**config.mk**
```make
export PLATFORM = sky130hd
export DESIGN_NAME = fwp_ctrl
export DESIGN_NICKNAME = d
export VERILOG_FILES = /design/src/fwp_ctrl.v /design/src/fwp_sync.v
export VERILOG_INCLUDE_DIRS = /design/src
export SDC_FILE = /design/constraint.sdc
export NUM_CORES = 1
export LEC_CHECK = 0
export ABC_AREA = 0
export BUFFER_PORTS_ARGS = -buffer_cell sky130_fd_sc_hd__buf_4
export CORE_MARGIN = 2
export CORE_UTILIZATION = 55
export DETAILED_ROUTE_END_ITERATION = 8
export PLACE_DENSITY = 0.88
export SYNTH_ARGS = -nofsm -noshare
export SYNTH_HDL_FRONTEND = slang
export SYNTH_HIERARCHICAL = 1
export SYNTH_SLANG_ARGS = --single-unit
```
**constraint.sdc**
```tcl
create_clock -name core_clk -period 2.1 [get_ports core_clk]
set_input_delay 0.42 -clock core_clk [delete_from_list [all_inputs] [get_ports core_clk]]
set_output_delay 0.42 -clock core_clk [all_outputs]
set_load 0.02 [all_outputs]
```
**src/fwp_consts.vh**
```
// constants for the flash writer-mode port programmer
// Functional notes
// - Vpp at supply, CE low, OE low, WE high: device drives addressed byte.
// - Commands only at programming Vpp; write cycle CE low, OE high, WE low.
// - Programmer raises Vpp to programming level for every operation except standby, reads included; supply level, never ground, only between operations.
// - Memory read: write 0x00 anywhere, then read cycles return stored bytes.
// - Erase: write 0x20 twice at any address; second write starts erase.
// - Erase-verify: write 0xA0 at check location, then read result byte.
// - Auto-erase: write 0x30 twice at any address to start automatic erase.
// - Program: write 0x40, then program byte at program location.
// - Program-verify: write 0xC0, then read the program-check result byte.
// - Reset: write 0xFF twice in succession to idle the command logic.
`ifndef FWP_CONSTS_VH
`define FWP_CONSTS_VH
`define FWP_CMD_READ 8'h00
`define FWP_CMD_ERASE 8'h20
`define FWP_CMD_ERASE_VFY 8'hA0
`define FWP_CMD_AUTO_ERASE 8'h30
`define FWP_CMD_PROGRAM 8'h40
`define FWP_CMD_PROG_VFY 8'hC0
`define FWP_CMD_RESET 8'hFF
`define FWP_ERASED_BYTE 8'hFF
`define FWP_OP_READ 3'h0
`define FWP_OP_ERASE 3'h1
`define FWP_OP_ERASE_VFY 3'h2
`define FWP_OP_AUTO_ERASE 3'h3
`define FWP_OP_PROGRAM 3'h4
`define FWP_OP_PROG_VFY 3'h5
`define FWP_OP_RESET 3'h6
`define FWP_OP_STANDBY 3'h7
// pin timing in ns, counts derived at 25 ns per cycle
`define FWP_CLK_NS 25
`define FWP_VPP_SETUP_NS 100
`define FWP_VPP_SETUP_CYC ((`FWP_VPP_SETUP_NS + `FWP_CLK_NS - 1) / `FWP_CLK_NS)
`define FWP_WE_PULSE_NS 70
`define FWP_WE_PULSE_CYC ((`FWP_WE_PULSE_NS + `FWP_CLK_NS - 1) / `FWP_CLK_NS)
`define FWP_WE_HIGH_NS 40
`define FWP_WE_HIGH_CYC ((`FWP_WE_HIGH_NS + `FWP_CLK_NS - 1) / `FWP_CLK_NS)
`define FWP_VERIFY_OE_NS 6000
`define FWP_VERIFY_OE_CYC ((`FWP_VERIFY_OE_NS + `FWP_CLK_NS - 1) / `FWP_CLK_NS)
`define FWP_READ_ACC_NS 500
`define FWP_READ_ACC_CYC ((`FWP_READ_ACC_NS + `FWP_CLK_NS - 1) / `FWP_CLK_NS)
`define FWP_CNT_W 8
`endif

```
**src/fwp_ctrl.v**
```verilog
// programmer-side sequencer driving the flash writer-mode pins
`timescale 1ns/1ps
`include "fwp_consts.vh"
module fwp_ctrl (
  // clock and reset
  input wire core_clk,
  input wire rst_b,
  // user request
  input wire req_valid,
  input wire [2:0] req_op,
  input wire [16:0] req_addr,
  input wire [7:0] req_data,
  output reg req_ready,
  // user answer
  output reg rsp_valid,
  output reg [7:0] rsp_data,
  // device pins
  output reg vpp_high,
  output reg ce_b,
  output reg oe_b,
  output reg we_b,
  output reg [16:0] addr,
  output reg [7:0] data_out,
  output reg data_oe,
  input wire [7:0] data_in
);
  localparam ST_IDLE = 4'd0;
  localparam ST_VPP_UP = 4'd1;
  localparam ST_WR_LOW = 4'd2;
  localparam ST_WR_HIGH = 4'd3;
  localparam ST_RD_WAIT = 4'd4;
  localparam ST_RD_TAKE = 4'd5;
  localparam ST_DONE = 4'd6;
  localparam ST_VPP_DOWN = 4'd7;

  reg [3:0] st_q;
  reg [`FWP_CNT_W-1:0] cnt_q;
  reg [2:0] op_q;
  reg [16:0] addr_q;
  reg [7:0] data_q;
  reg second_q;
  wire [7:0] data_sync;

  // read-back bus passes four flops before use
  fwp_sync u_sync (
    .core_clk(core_clk),
    .rst_b(rst_b),
    .async_in(data_in),
    .sync_out(data_sync)
  );

  // first-cycle command byte of each operation
  function [7:0] first_byte;
    input [2:0] op;
    begin
      case (op)
        `FWP_OP_READ: first_byte = `FWP_CMD_READ;
        `FWP_OP_ERASE: first_byte = `FWP_CMD_ERASE;
        `FWP_OP_ERASE_VFY: first_byte = `FWP_CMD_ERASE_VFY;
        `FWP_OP_AUTO_ERASE: first_byte = `FWP_CMD_AUTO_ERASE;
        `FWP_OP_PROGRAM: first_byte = `FWP_CMD_PROGRAM;
        `FWP_OP_PROG_VFY: first_byte = `FWP_CMD_PROG_VFY;
        default: first_byte = `FWP_CMD_RESET;
      endcase
    end
  endfunction

  // second cycle is a write for erase, auto-erase, program and reset
  function second_is_write;
    input [2:0] op;
    begin
      case (op)
        `FWP_OP_ERASE, `FWP_OP_AUTO_ERASE, `FWP_OP_PROGRAM, `FWP_OP_RESET:
          second_is_write = 1'b1;
        default: second_is_write = 1'b0;
      endcase
    end
  endfunction

  // main sequencer; the device type is fixed by the user, never probed
  always @(posedge core_clk) begin
    if (!rst_b) begin
      st_q <= ST_IDLE;
      cnt_q <= {`FWP_CNT_W{1'b0}};
      op_q <= 3'h0;
      addr_q <= 17'h00000;
      data_q <= 8'h00;
      second_q <= 1'b0;
      req_ready <= 1'b0;
      rsp_valid <= 1'b0;
      rsp_data <= 8'h00;
      vpp_high <= 1'b0; // supply level, never ground
      ce_b <= 1'b1;
      oe_b <= 1'b1;
      we_b <= 1'b1;
      addr <= 17'h00000;
      data_out <= 8'h00;
      data_oe <= 1'b0;
    end else begin
      rsp_valid <= 1'b0;
      case (st_q)
        ST_IDLE: begin
          ce_b <= 1'b1; // standby, bus floats
          oe_b <= 1'b1;
          we_b <= 1'b1;
          data_oe <= 1'b0;
          req_ready <= 1'b1;
          if (req_valid && req_ready) begin
            req_ready <= 1'b0;
            op_q <= req_op;
            addr_q <= req_addr;
            data_q <= req_data;
            second_q <= 1'b0;
            cnt_q <= {`FWP_CNT_W{1'b0}};
            if (req_op == `FWP_OP_STANDBY) begin
              st_q <= ST_IDLE;
            end else begin
              // strobes stay high while vpp rises
              vpp_high <= 1'b1;
              st_q <= ST_VPP_UP;
            end
          end
        end
        ST_VPP_UP: begin
          cnt_q <= cnt_q + 1'b1;
          if (cnt_q == `FWP_VPP_SETUP_CYC - 1) begin
            cnt_q <= {`FWP_CNT_W{1'b0}};
            // first cycle: command byte, check location rides along
            ce_b <= 1'b0;
            oe_b <= 1'b1;
            we_b <= 1'b0;
            addr <= addr_q;
            data_out <= first_byte(op_q);
            data_oe <= 1'b1;
            st_q <= ST_WR_LOW;
          end
        end
        ST_WR_LOW: begin
          cnt_q <= cnt_q + 1'b1;
          if (cnt_q == `FWP_WE_PULSE_CYC - 1) begin
            cnt_q <= {`FWP_CNT_W{1'b0}};
            we_b <= 1'b1; // device latches on this rising edge
            st_q <= ST_WR_HIGH;
          end
        end
        ST_WR_HIGH: begin
          cnt_q <= cnt_q + 1'b1;
          if (cnt_q == `FWP_WE_HIGH_CYC - 1) begin
            cnt_q <= {`FWP_CNT_W{1'b0}};
            if (second_q) begin
              data_oe <= 1'b0;
              st_q <= ST_DONE;
            end else if (second_is_write(op_q)) begin
              // program sends its byte; others repeat the command
              second_q <= 1'b1;
              we_b <= 1'b0;
              if (op_q == `FWP_OP_PROGRAM) begin
                data_out <= data_q;
              end
              st_q <= ST_WR_LOW;
            end else begin
              // read phase: release bus and enable device output on the same edge
              data_oe <= 1'b0;
              oe_b <= 1'b0;
              st_q <= ST_RD_WAIT;
            end
          end
        end
        ST_RD_WAIT: begin
          // verify results need a long output setup, plain reads less
          cnt_q <= cnt_q + 1'b1;
          if ((op_q == `FWP_OP_READ && cnt_q == `FWP_READ_ACC_CYC + 2) ||
              cnt_q == `FWP_VERIFY_OE_CYC + 2) begin
            cnt_q <= {`FWP_CNT_W{1'b0}};
            st_q <= ST_RD_TAKE;
          end
        end
        ST_RD_TAKE: begin
          // stored byte, or 0xFF when erased
          rsp_data <= data_sync;
          oe_b <= 1'b1;
          st_q <= ST_DONE;
        end
        ST_DONE: begin
          ce_b <= 1'b1;
          oe_b <= 1'b1;
          we_b <= 1'b1;
          rsp_valid <= 1'b1;
          st_q <= ST_VPP_DOWN;
        end
        ST_VPP_DOWN: begin
          // drop vpp back to supply level only with all strobes high
          vpp_high <= 1'b0;
          cnt_q <= cnt_q + 1'b1;
          if (cnt_q == `FWP_VPP_SETUP_CYC - 1) begin
            cnt_q <= {`FWP_CNT_W{1'b0}};
            st_q <= ST_IDLE;
          end
        end
        default: begin
          st_q <= ST_IDLE;
        end
      endcase
    end
  end
endmodule

```
**src/fwp_sync.v**
```verilog
// three-stage synchroniser for the data pins read back from the device
`timescale 1ns/1ps
module fwp_sync (
  // clock and reset
  input wire core_clk,
  input wire rst_b,
  // asynchronous byte in, settled byte out
  input wire [7:0] async_in,
  output reg [7:0] sync_out
);
  reg [7:0] s1_q;
  reg [7:0] s2_q;
  reg [7:0] s3_q;
  // a bit only moves once the second and third stage agree, so a
  // metastable first stage never reaches the output
  genvar i;
  generate
    for (i = 0; i < 8; i = i + 1) begin : g_bit
      always @(posedge core_clk) begin
        if (!rst_b) begin
          s1_q[i] <= 1'b0;
          s2_q[i] <= 1'b0;
          s3_q[i] <= 1'b0;
          sync_out[i] <= 1'b0;
        end else begin
          s1_q[i] <= async_in[i];
          s2_q[i] <= s1_q[i];
          s3_q[i] <= s2_q[i];
          if (s2_q[i] == s3_q[i]) begin
            sync_out[i] <= s3_q[i];
          end
        end
      end
    end
  endgenerate
endmodule

```
==> impl_metrics.toml, run 1 <==
[run_status]
result_of_the_run = "finished clean"

[logic_synthesis]
synth.yosys.seq_area_share = 0.4933
synth.avg_cell_area_um2 = 9.128
synth_cells = 498
library_cell_with_the_largest_summed_area_after_synthesis = "dfxtp_1"
area_of_the_mapped_netlist_mm2 = 0.004546
syn-num-nets = 540
synth_top_area_frac = 0.4933
synth-edff-count = 0
yosys_warnings = 6
synth_cell_type_count = 53
synthArstFlopShare = 0
postSynthRegisterBits = 112
synthTopCellsByArea = "dfxtp_1 (49%), nand2_1 (7.8%), a21boi_0 (6.3%)"
ys_dominant_reg_cell = "dfxtp_1"

[finish]
total_area_of_multi_input_combinational_cells_mm2 = 0.002167
drive_gt1_frac = 0.2474
fin_util = 0.6781
register_area_mm2 = 0.002246
layout.nets = 615
antenna_cells = 0
synthesis_to_finish_area_growth_pct = 20.73
final_area_mm2 = 0.005488
final.fill_count = 656

[pwr]
p_leak_nw = 2.253
vdd.ir_drop.worst_v = 0.0003840
finalPower_mw = 4.774
cellPowerDensity_mw_per_mm2 = 869.9

[floorplanning]
ioPinCount = 79
floorplan.initialDensity = 0.5617
floorplan.rows = 33
die-height_um = 94.91
fp.dieW_um = 94.91
die-area_mm2 = 0.009008
floorplan.core_area_mm2 = 0.008093

[clock_tree]
clkLatencyLatePin_ps = 370
clock-root-buffer = "clkbuf_8"
clk_pin_slew_ps = 110
number_of_clock_buffers_inserted_by_tritoncts = 9
clkSinkCount = 112
longest_clk_path_bufs = 2
cts.htree.levels = 3
cts_tree = "done"

[global_routing]
grt_use_met3 = 0.04868
groute.layer.met2.usage = 0.3505
grt_busiest_layer = "met2"
overall_global_routing_resource_usage = 0.2159
grt_pass1_wl_um = 15370
first_global_vias = 3424
maximum_number_of_pins_on_one_net_before_global_route_repair = 43
gr-usage-met1 = 0.2708
antenna_found_initial = 0
global_route.overflow_total = 0

[sta]
worst_slack_ps = 58.42
setup-violations-final = 0
timing.setup.tns_ps = 0
tightestPinTransition_ps = 549.3
max_freq_ghz = 0.4898
final.setup_skew_ps = 11.05
slew_viol_final = 0
fin_crit_sh = 0.9722
rsz0062_at_grt = "true"
report.final.hold_viol_count = 0
timing.slew.headroom = 0.6321
final.min_clock_period_ps = 2042

[critical_path]
crit_required_ps = 2360
worstPathMaxFanout = 7
worstRegToRegCells = 7
worst_setup_path_end_kind = "register"
timing.critical_path.from = "cnt_q[1]"
worst_ep_arrival_ps = 2300
start_kind = "register"
timing.rr.end = "cnt_q[1]"
worst_reg_to_reg_setup_slack_ps = 60
origin_of_the_critical_flop_to_flop_path = "cnt_q[1]"
worstSetupEndpoint = "cnt_q[1]"
timing.setup.critical_path_class = "reg2reg"

[placed_design]
dp.final_hpwl_um = 6571
pre_cts_ws_ps = -74.70
finalWeightedCongestion = 0.9390
placement.io_buffers = 78
placed_cell_area_mm2 = 0.005238

[worst_hold_path]
hp-class = "in2reg"

[route]
postRouteAntennaNets = 0
drt_first_pass_iters = 7
post_drt_wl_per_cell_um = 13.93
vias = 3622
drc = 0
avgViaCountPerCell = 5.303
drtIter0Drc = 257
drt_wl_total_um = 9512

[job]
drv.max_cap_violation_count = 0
-- layout make-up --
class / count / share of cell area
Clock buffer: 9 / 0.02257
Multi-Input combinational cell: 345 / 0.3949
Sequential cell: 112 / 0.4093
Tap cell: 105 / 0.02394
Timing Repair Buffer: 96 / 0.1336
Clock inverter: 7 / 0.009576
Inverter: 9 / 0.006156
-- placed cells by master, fill, tap and decap left out, types with 4 or more instances in the layout --
cell	instances
o21ai_2	10
nand4_1	4
o21ai_0	30
nor2_1	20
clkbuf_8	9
a21boi_2	6
nand2_1	94
nand3_1	18
a21boi_0	38
and2_1	30
mux2i_1	18
xor2_1	6
dfxtp_1	109
inv_1	9
nor2b_1	20
a21oi_1	5
buf_4	95
-- where the power goes --
part           internal [mW]  switching (mW)  leakage, nW
clock                  0.448           0.742       0.0961
sequential              2.28           0.161        0.911
combinational          0.475           0.665         1.25
total                   3.20            1.57         2.25
-- through the flow --
step | hold slack [ps] | std cells
after floorplan | 411.9 | 498
after global placement | 413.8 | 664
after detailed placement | 418.4 | 664
after CTS | 233.2 | 680
after global routing | 238.7 | 683
final | 248.3 | 683
-- state kept, by name, indices dropped and copies added, names as in the netlist, 3 cells and up --
register         cells
st_q                 3
rsp_data             8
addr                17
op_q                 3
cnt_q                8
data_q               8
u_sync/s2_q          8
data_out             8
addr_q              17
u_sync/s1_q          8
u_sync/sync_out      8
u_sync/s3_q          8
-- how the worst min path moves through the flow --
stage	startpoint	to	slack, ps	depth (start not counted)
5_1_grt	data_in[5]	u_sync/s1_q[5]	240	2
6_report	data_in[1]	u_sync/s1_q[1]	250	2
3_5_place_dp	u_sync/s1_q[3]	u_sync/s2_q[3]	420	1
2_1_floorplan	u_sync/s1_q[0]	u_sync/s2_q[0]	410	1
4_1_cts	data_in[1]	u_sync/s1_q[1]	230	2
3_3_place_gp	u_sync/s1_q[0]	u_sync/s2_q[0]	410	1
-- cell usage after synthesis (all sizes together), types with 2 or more instances --
library cell	number
nand3	20
or3	2
buf	7
a21boi	44
nor2	21
or4b	3
a22oi	2
nand2	95
o31ai	2
nor3	4
and2	30
o21ai	40
o31a	2
and4	2
clkbuf	25
o211ai	2
nand4	4
xor2	6
dfxtp	112
ha	3
a21oi	5
nor2b	21
xnor2	2
mux2i	18
inv	9
-- timing repair --
action / in CTS / in global routing
pin swaps: 1 / 3
endpoints found under the setup margin: 15 / 33
hold buffers: 0 / 0
setup buffers: 0 / 3
gates resized for setup: 3 / 9
-- kinds of logic after synthesis --
kind of cell | share of synthesized area
and+or+nand+nor | 0.2290
DFF | 0.4933
AOI/OAI and AO/OA | 0.1734
buffers and inverters | 0.04101
muxes | 0.03964
xor gates and xnor gates | 0.01541
adders and majority gates | 0.008259
-- critical path, cell delays in order, from the launching register on --
cell and delay (ps):
dfxtp_2 340, buf_4 130, ha_4 170, nor2b_1 140, o21bai_1 220, a221oi_4 470
o31ai_4 160, a211oi_1 320
-- metal layers --
layer	wire, um	share of wire
met5	0	0
met4	169	0.018
met3	519	0.055
met2	4757	0.50
met1	4066	0.43
Power figures use the tool's default switching activity.
==> inputs of run 2 (changes only) <==
--- a/config.mk
+++ b/config.mk
@@ -9,9 +9,9 @@
 export ABC_AREA = 0
 export BUFFER_PORTS_ARGS = -buffer_cell sky130_fd_sc_hd__buf_4
 export CORE_MARGIN = 2
-export CORE_UTILIZATION = 55
+export CORE_UTILIZATION = 50
 export DETAILED_ROUTE_END_ITERATION = 8
-export PLACE_DENSITY = 0.88
+export PLACE_DENSITY = 0.84
 export SYNTH_ARGS = -nofsm -noshare
 export SYNTH_HDL_FRONTEND = slang
 export SYNTH_HIERARCHICAL = 1
==> constraint.sdc (replaced) <==
create_clock -name core_clk -period 1.7 [get_ports core_clk]
set_input_delay 0.34 -clock core_clk [delete_from_list [all_inputs] [get_ports core_clk]]
set_output_delay 0.34 -clock core_clk [all_outputs]
set_load 0.02 [all_outputs]
==> run 2 against run 1 <==
The flow now finishes with violations (negative setup slack). First-iteration DRC count fell by 11%. Clock-buffer cell count unchanged. Die area is 9.6% higher. Sequential power increased by 22%. Largest power group unchanged. Highest routed layer unchanged. Combinational power is 81% higher. Design area increased by 12%. Fmax increased by 1.4%.
==> impl_metrics.toml, run 2 (same netlist as run 1, synthesis figures left out) <==
[clock_tree]
cts_tree = "done"
cts.htree.levels = 3
clock-root-buffer = "clkbuf_8"
clkSinkCount = 112
clkLatencyLatePin_ps = 380
clk_pin_slew_ps = 110
longest_clk_path_bufs = 2
number_of_clock_buffers_inserted_by_tritoncts = 9
cts_hold_repair.buffers = 0

[critical_path]
worstPathMaxFanout = 7
crit_required_ps = 1970
slowest_stage = "or4b_4"
worst_ep_arrival_ps = 2280
worst_setup_path_end_kind = "register"
critical_path.cell_chain = "inv_4, ha_4, or4b_4, o211ai_1, o21ai_2, o31ai_4, buf_6, nor2_1"
timing.setup.critical_path_class = "reg2reg"
start_kind = "register"
critPathMaxStageDelay_ps = 470

[sta]
setup-violations-final = 37
timing.slew.headroom = 0.6181
max_freq_ghz = 0.4968
slew_viol_final = 0
worst_hold_slack_ps = 165.4
worst_slack_ps = -312.7
rsz0062_at_grt = "true"
fin_crit_sh = 1.184
report.final.hold_viol_count = 0
final.setup_skew_ps = 15.40
final.min_clock_period_ps = 2013
tightestPinTransition_ps = 568.0

[finish]
antenna_cells = 0
fin_util = 0.6996
layout_commonest_cell = "buf_4"
layout.cells.most_common_list = "buf_4 (127), dfxtp_1 (105), nand2_1 (92), a21boi_0 (37), and2_1 (30)"
top_regs = "addr x17, addr_q x17"
layout.nets = 656
synthesis_to_finish_area_growth_pct = 34.87
drive_gt1_frac = 0.3522

[pwr]
vdd.ir_drop.worst_v = 0.0006338
finalPower_mw = 6.711
p_leak_nw = 2.482
cellPowerDensity_mw_per_mm2 = 1095

[global_routing]
first_global_vias = 3929
grt_pass1_wl_um = 18980
groute.layer.met2.usage = 0.4231
global_route.overflow_total = 0
gr-usage-met1 = 0.2941
overall_global_routing_resource_usage = 0.2431
antenna_found_initial = 0
grt_busiest_layer = "met2"
maximum_number_of_pins_on_one_net_before_global_route_repair = 46
grt_use_met3 = 0.04287

[placed_design]
pre_cts_ws_ps = -279.4
dp.final_hpwl_um = 7489
placement.io_buffers = 78
finalWeightedCongestion = 0.8857

[run_status]
failing_checks = "negative setup slack"
result_of_the_run = "complete, but fails checks"

[route]
postRouteAntennaNets = 0
drt_wl_total_um = 12040
drc = 0
post_drt_wl_per_cell_um = 16.56
vias = 4042
drtIter0Drc = 228
avgViaCountPerCell = 5.560
drt_first_pass_iters = 5

[floorplanning]
die-area_mm2 = 0.009869
floorplan.rows = 34
fp.dieW_um = 99.35
die-height_um = 99.35
floorplan.initialDensity = 0.5187
ioPinCount = 79
floorplan.core_area_mm2 = 0.008763

[worst_hold_path]
hp-class = "in2reg"

[job]
drv.max_cap_violation_count = 0
==> run 2: cell count changes in the layout (fill, tap and decap cells not counted), moves of 4 or more <==
| cell | change |
|---|---|
| buf_4 | +32 |
| nand3_1 | -6 |
| o21ai_0 | -6 |
| dfxtp_1 | -4 |
| dfxtp_4 | +4 |
| nand2_8 | +4 |
| o21ai_1 | +4 |
==> run 2: stage by stage <==
| step | area, um^2 | setup TNS (ps) | std cells |
|---|---|---|---|
| after detailed placement | 5555 | -4768 | 699 |
| after floorplan | 4613 | -775.6 | 498 |
| final | 6131 | -4296 | 727 |
| after global placement | 5555 | -2679 | 699 |
| after global routing | 6131 | -6615 | 727 |
| after CTS | 6016 | -2026 | 725 |
==> run 2: worst max-delay path, delay by kind of cell (launching register included) <==
family	cells	cell delay [ps]
DFF	1	390
adders and majority gates	1	130
and+or+nand+nor	2	530
AOI/OAI and AO/OA	3	630
buffers and inverters	2	240
==> run 2: area by class of cell <==
cell class	count	area [um^2]
tap	108	135.1
fill	647	2633
timing repair buffer	134	1070
clock buffer	9	123.9
inverter	9	36.28
multi-input combinational	348	2419
clock inverter	7	86.33
sequential	112	2261
==> run 2: final timing paths <==
| path | start | end | slack [ps] | depth (start not counted) |
|---|---|---|---|---|
| min | data_in[5] | u_sync/s1_q[5] | 170 | 2 |
| max | cnt_q[0] | cnt_q[5] | -310 | 8 |
| min reg2reg | u_sync/s1_q[5] | u_sync/s2_q[5] | 440 | 1 |
| max reg2reg | cnt_q[0] | cnt_q[5] | -310 | 8 |
==> run 2: per-layer routing <==
layer  routed length [um]  part of all wire
met5                    0                 0
met4                  382             0.032
met3                  761             0.063
met2                 6066              0.50
met1                 4831              0.40
==> run 2: timing repair <==
action | 4_1_cts | 5_1_grt
pin swaps | 17 | 10
buffers inserted | 6 | 2
endpoints found under the setup margin | 44 | 48
gates cloned | 4 | 0
gates resized for setup | 36 | 27
hold endpoints to repair | 0 | 0
==> run 2: power breakdown <==
group          internal, mW  switching [mW]  total [mW]
registers              2.82           0.152        2.97
logic                 0.888            1.17        2.06
clock network         0.711           0.964        1.67
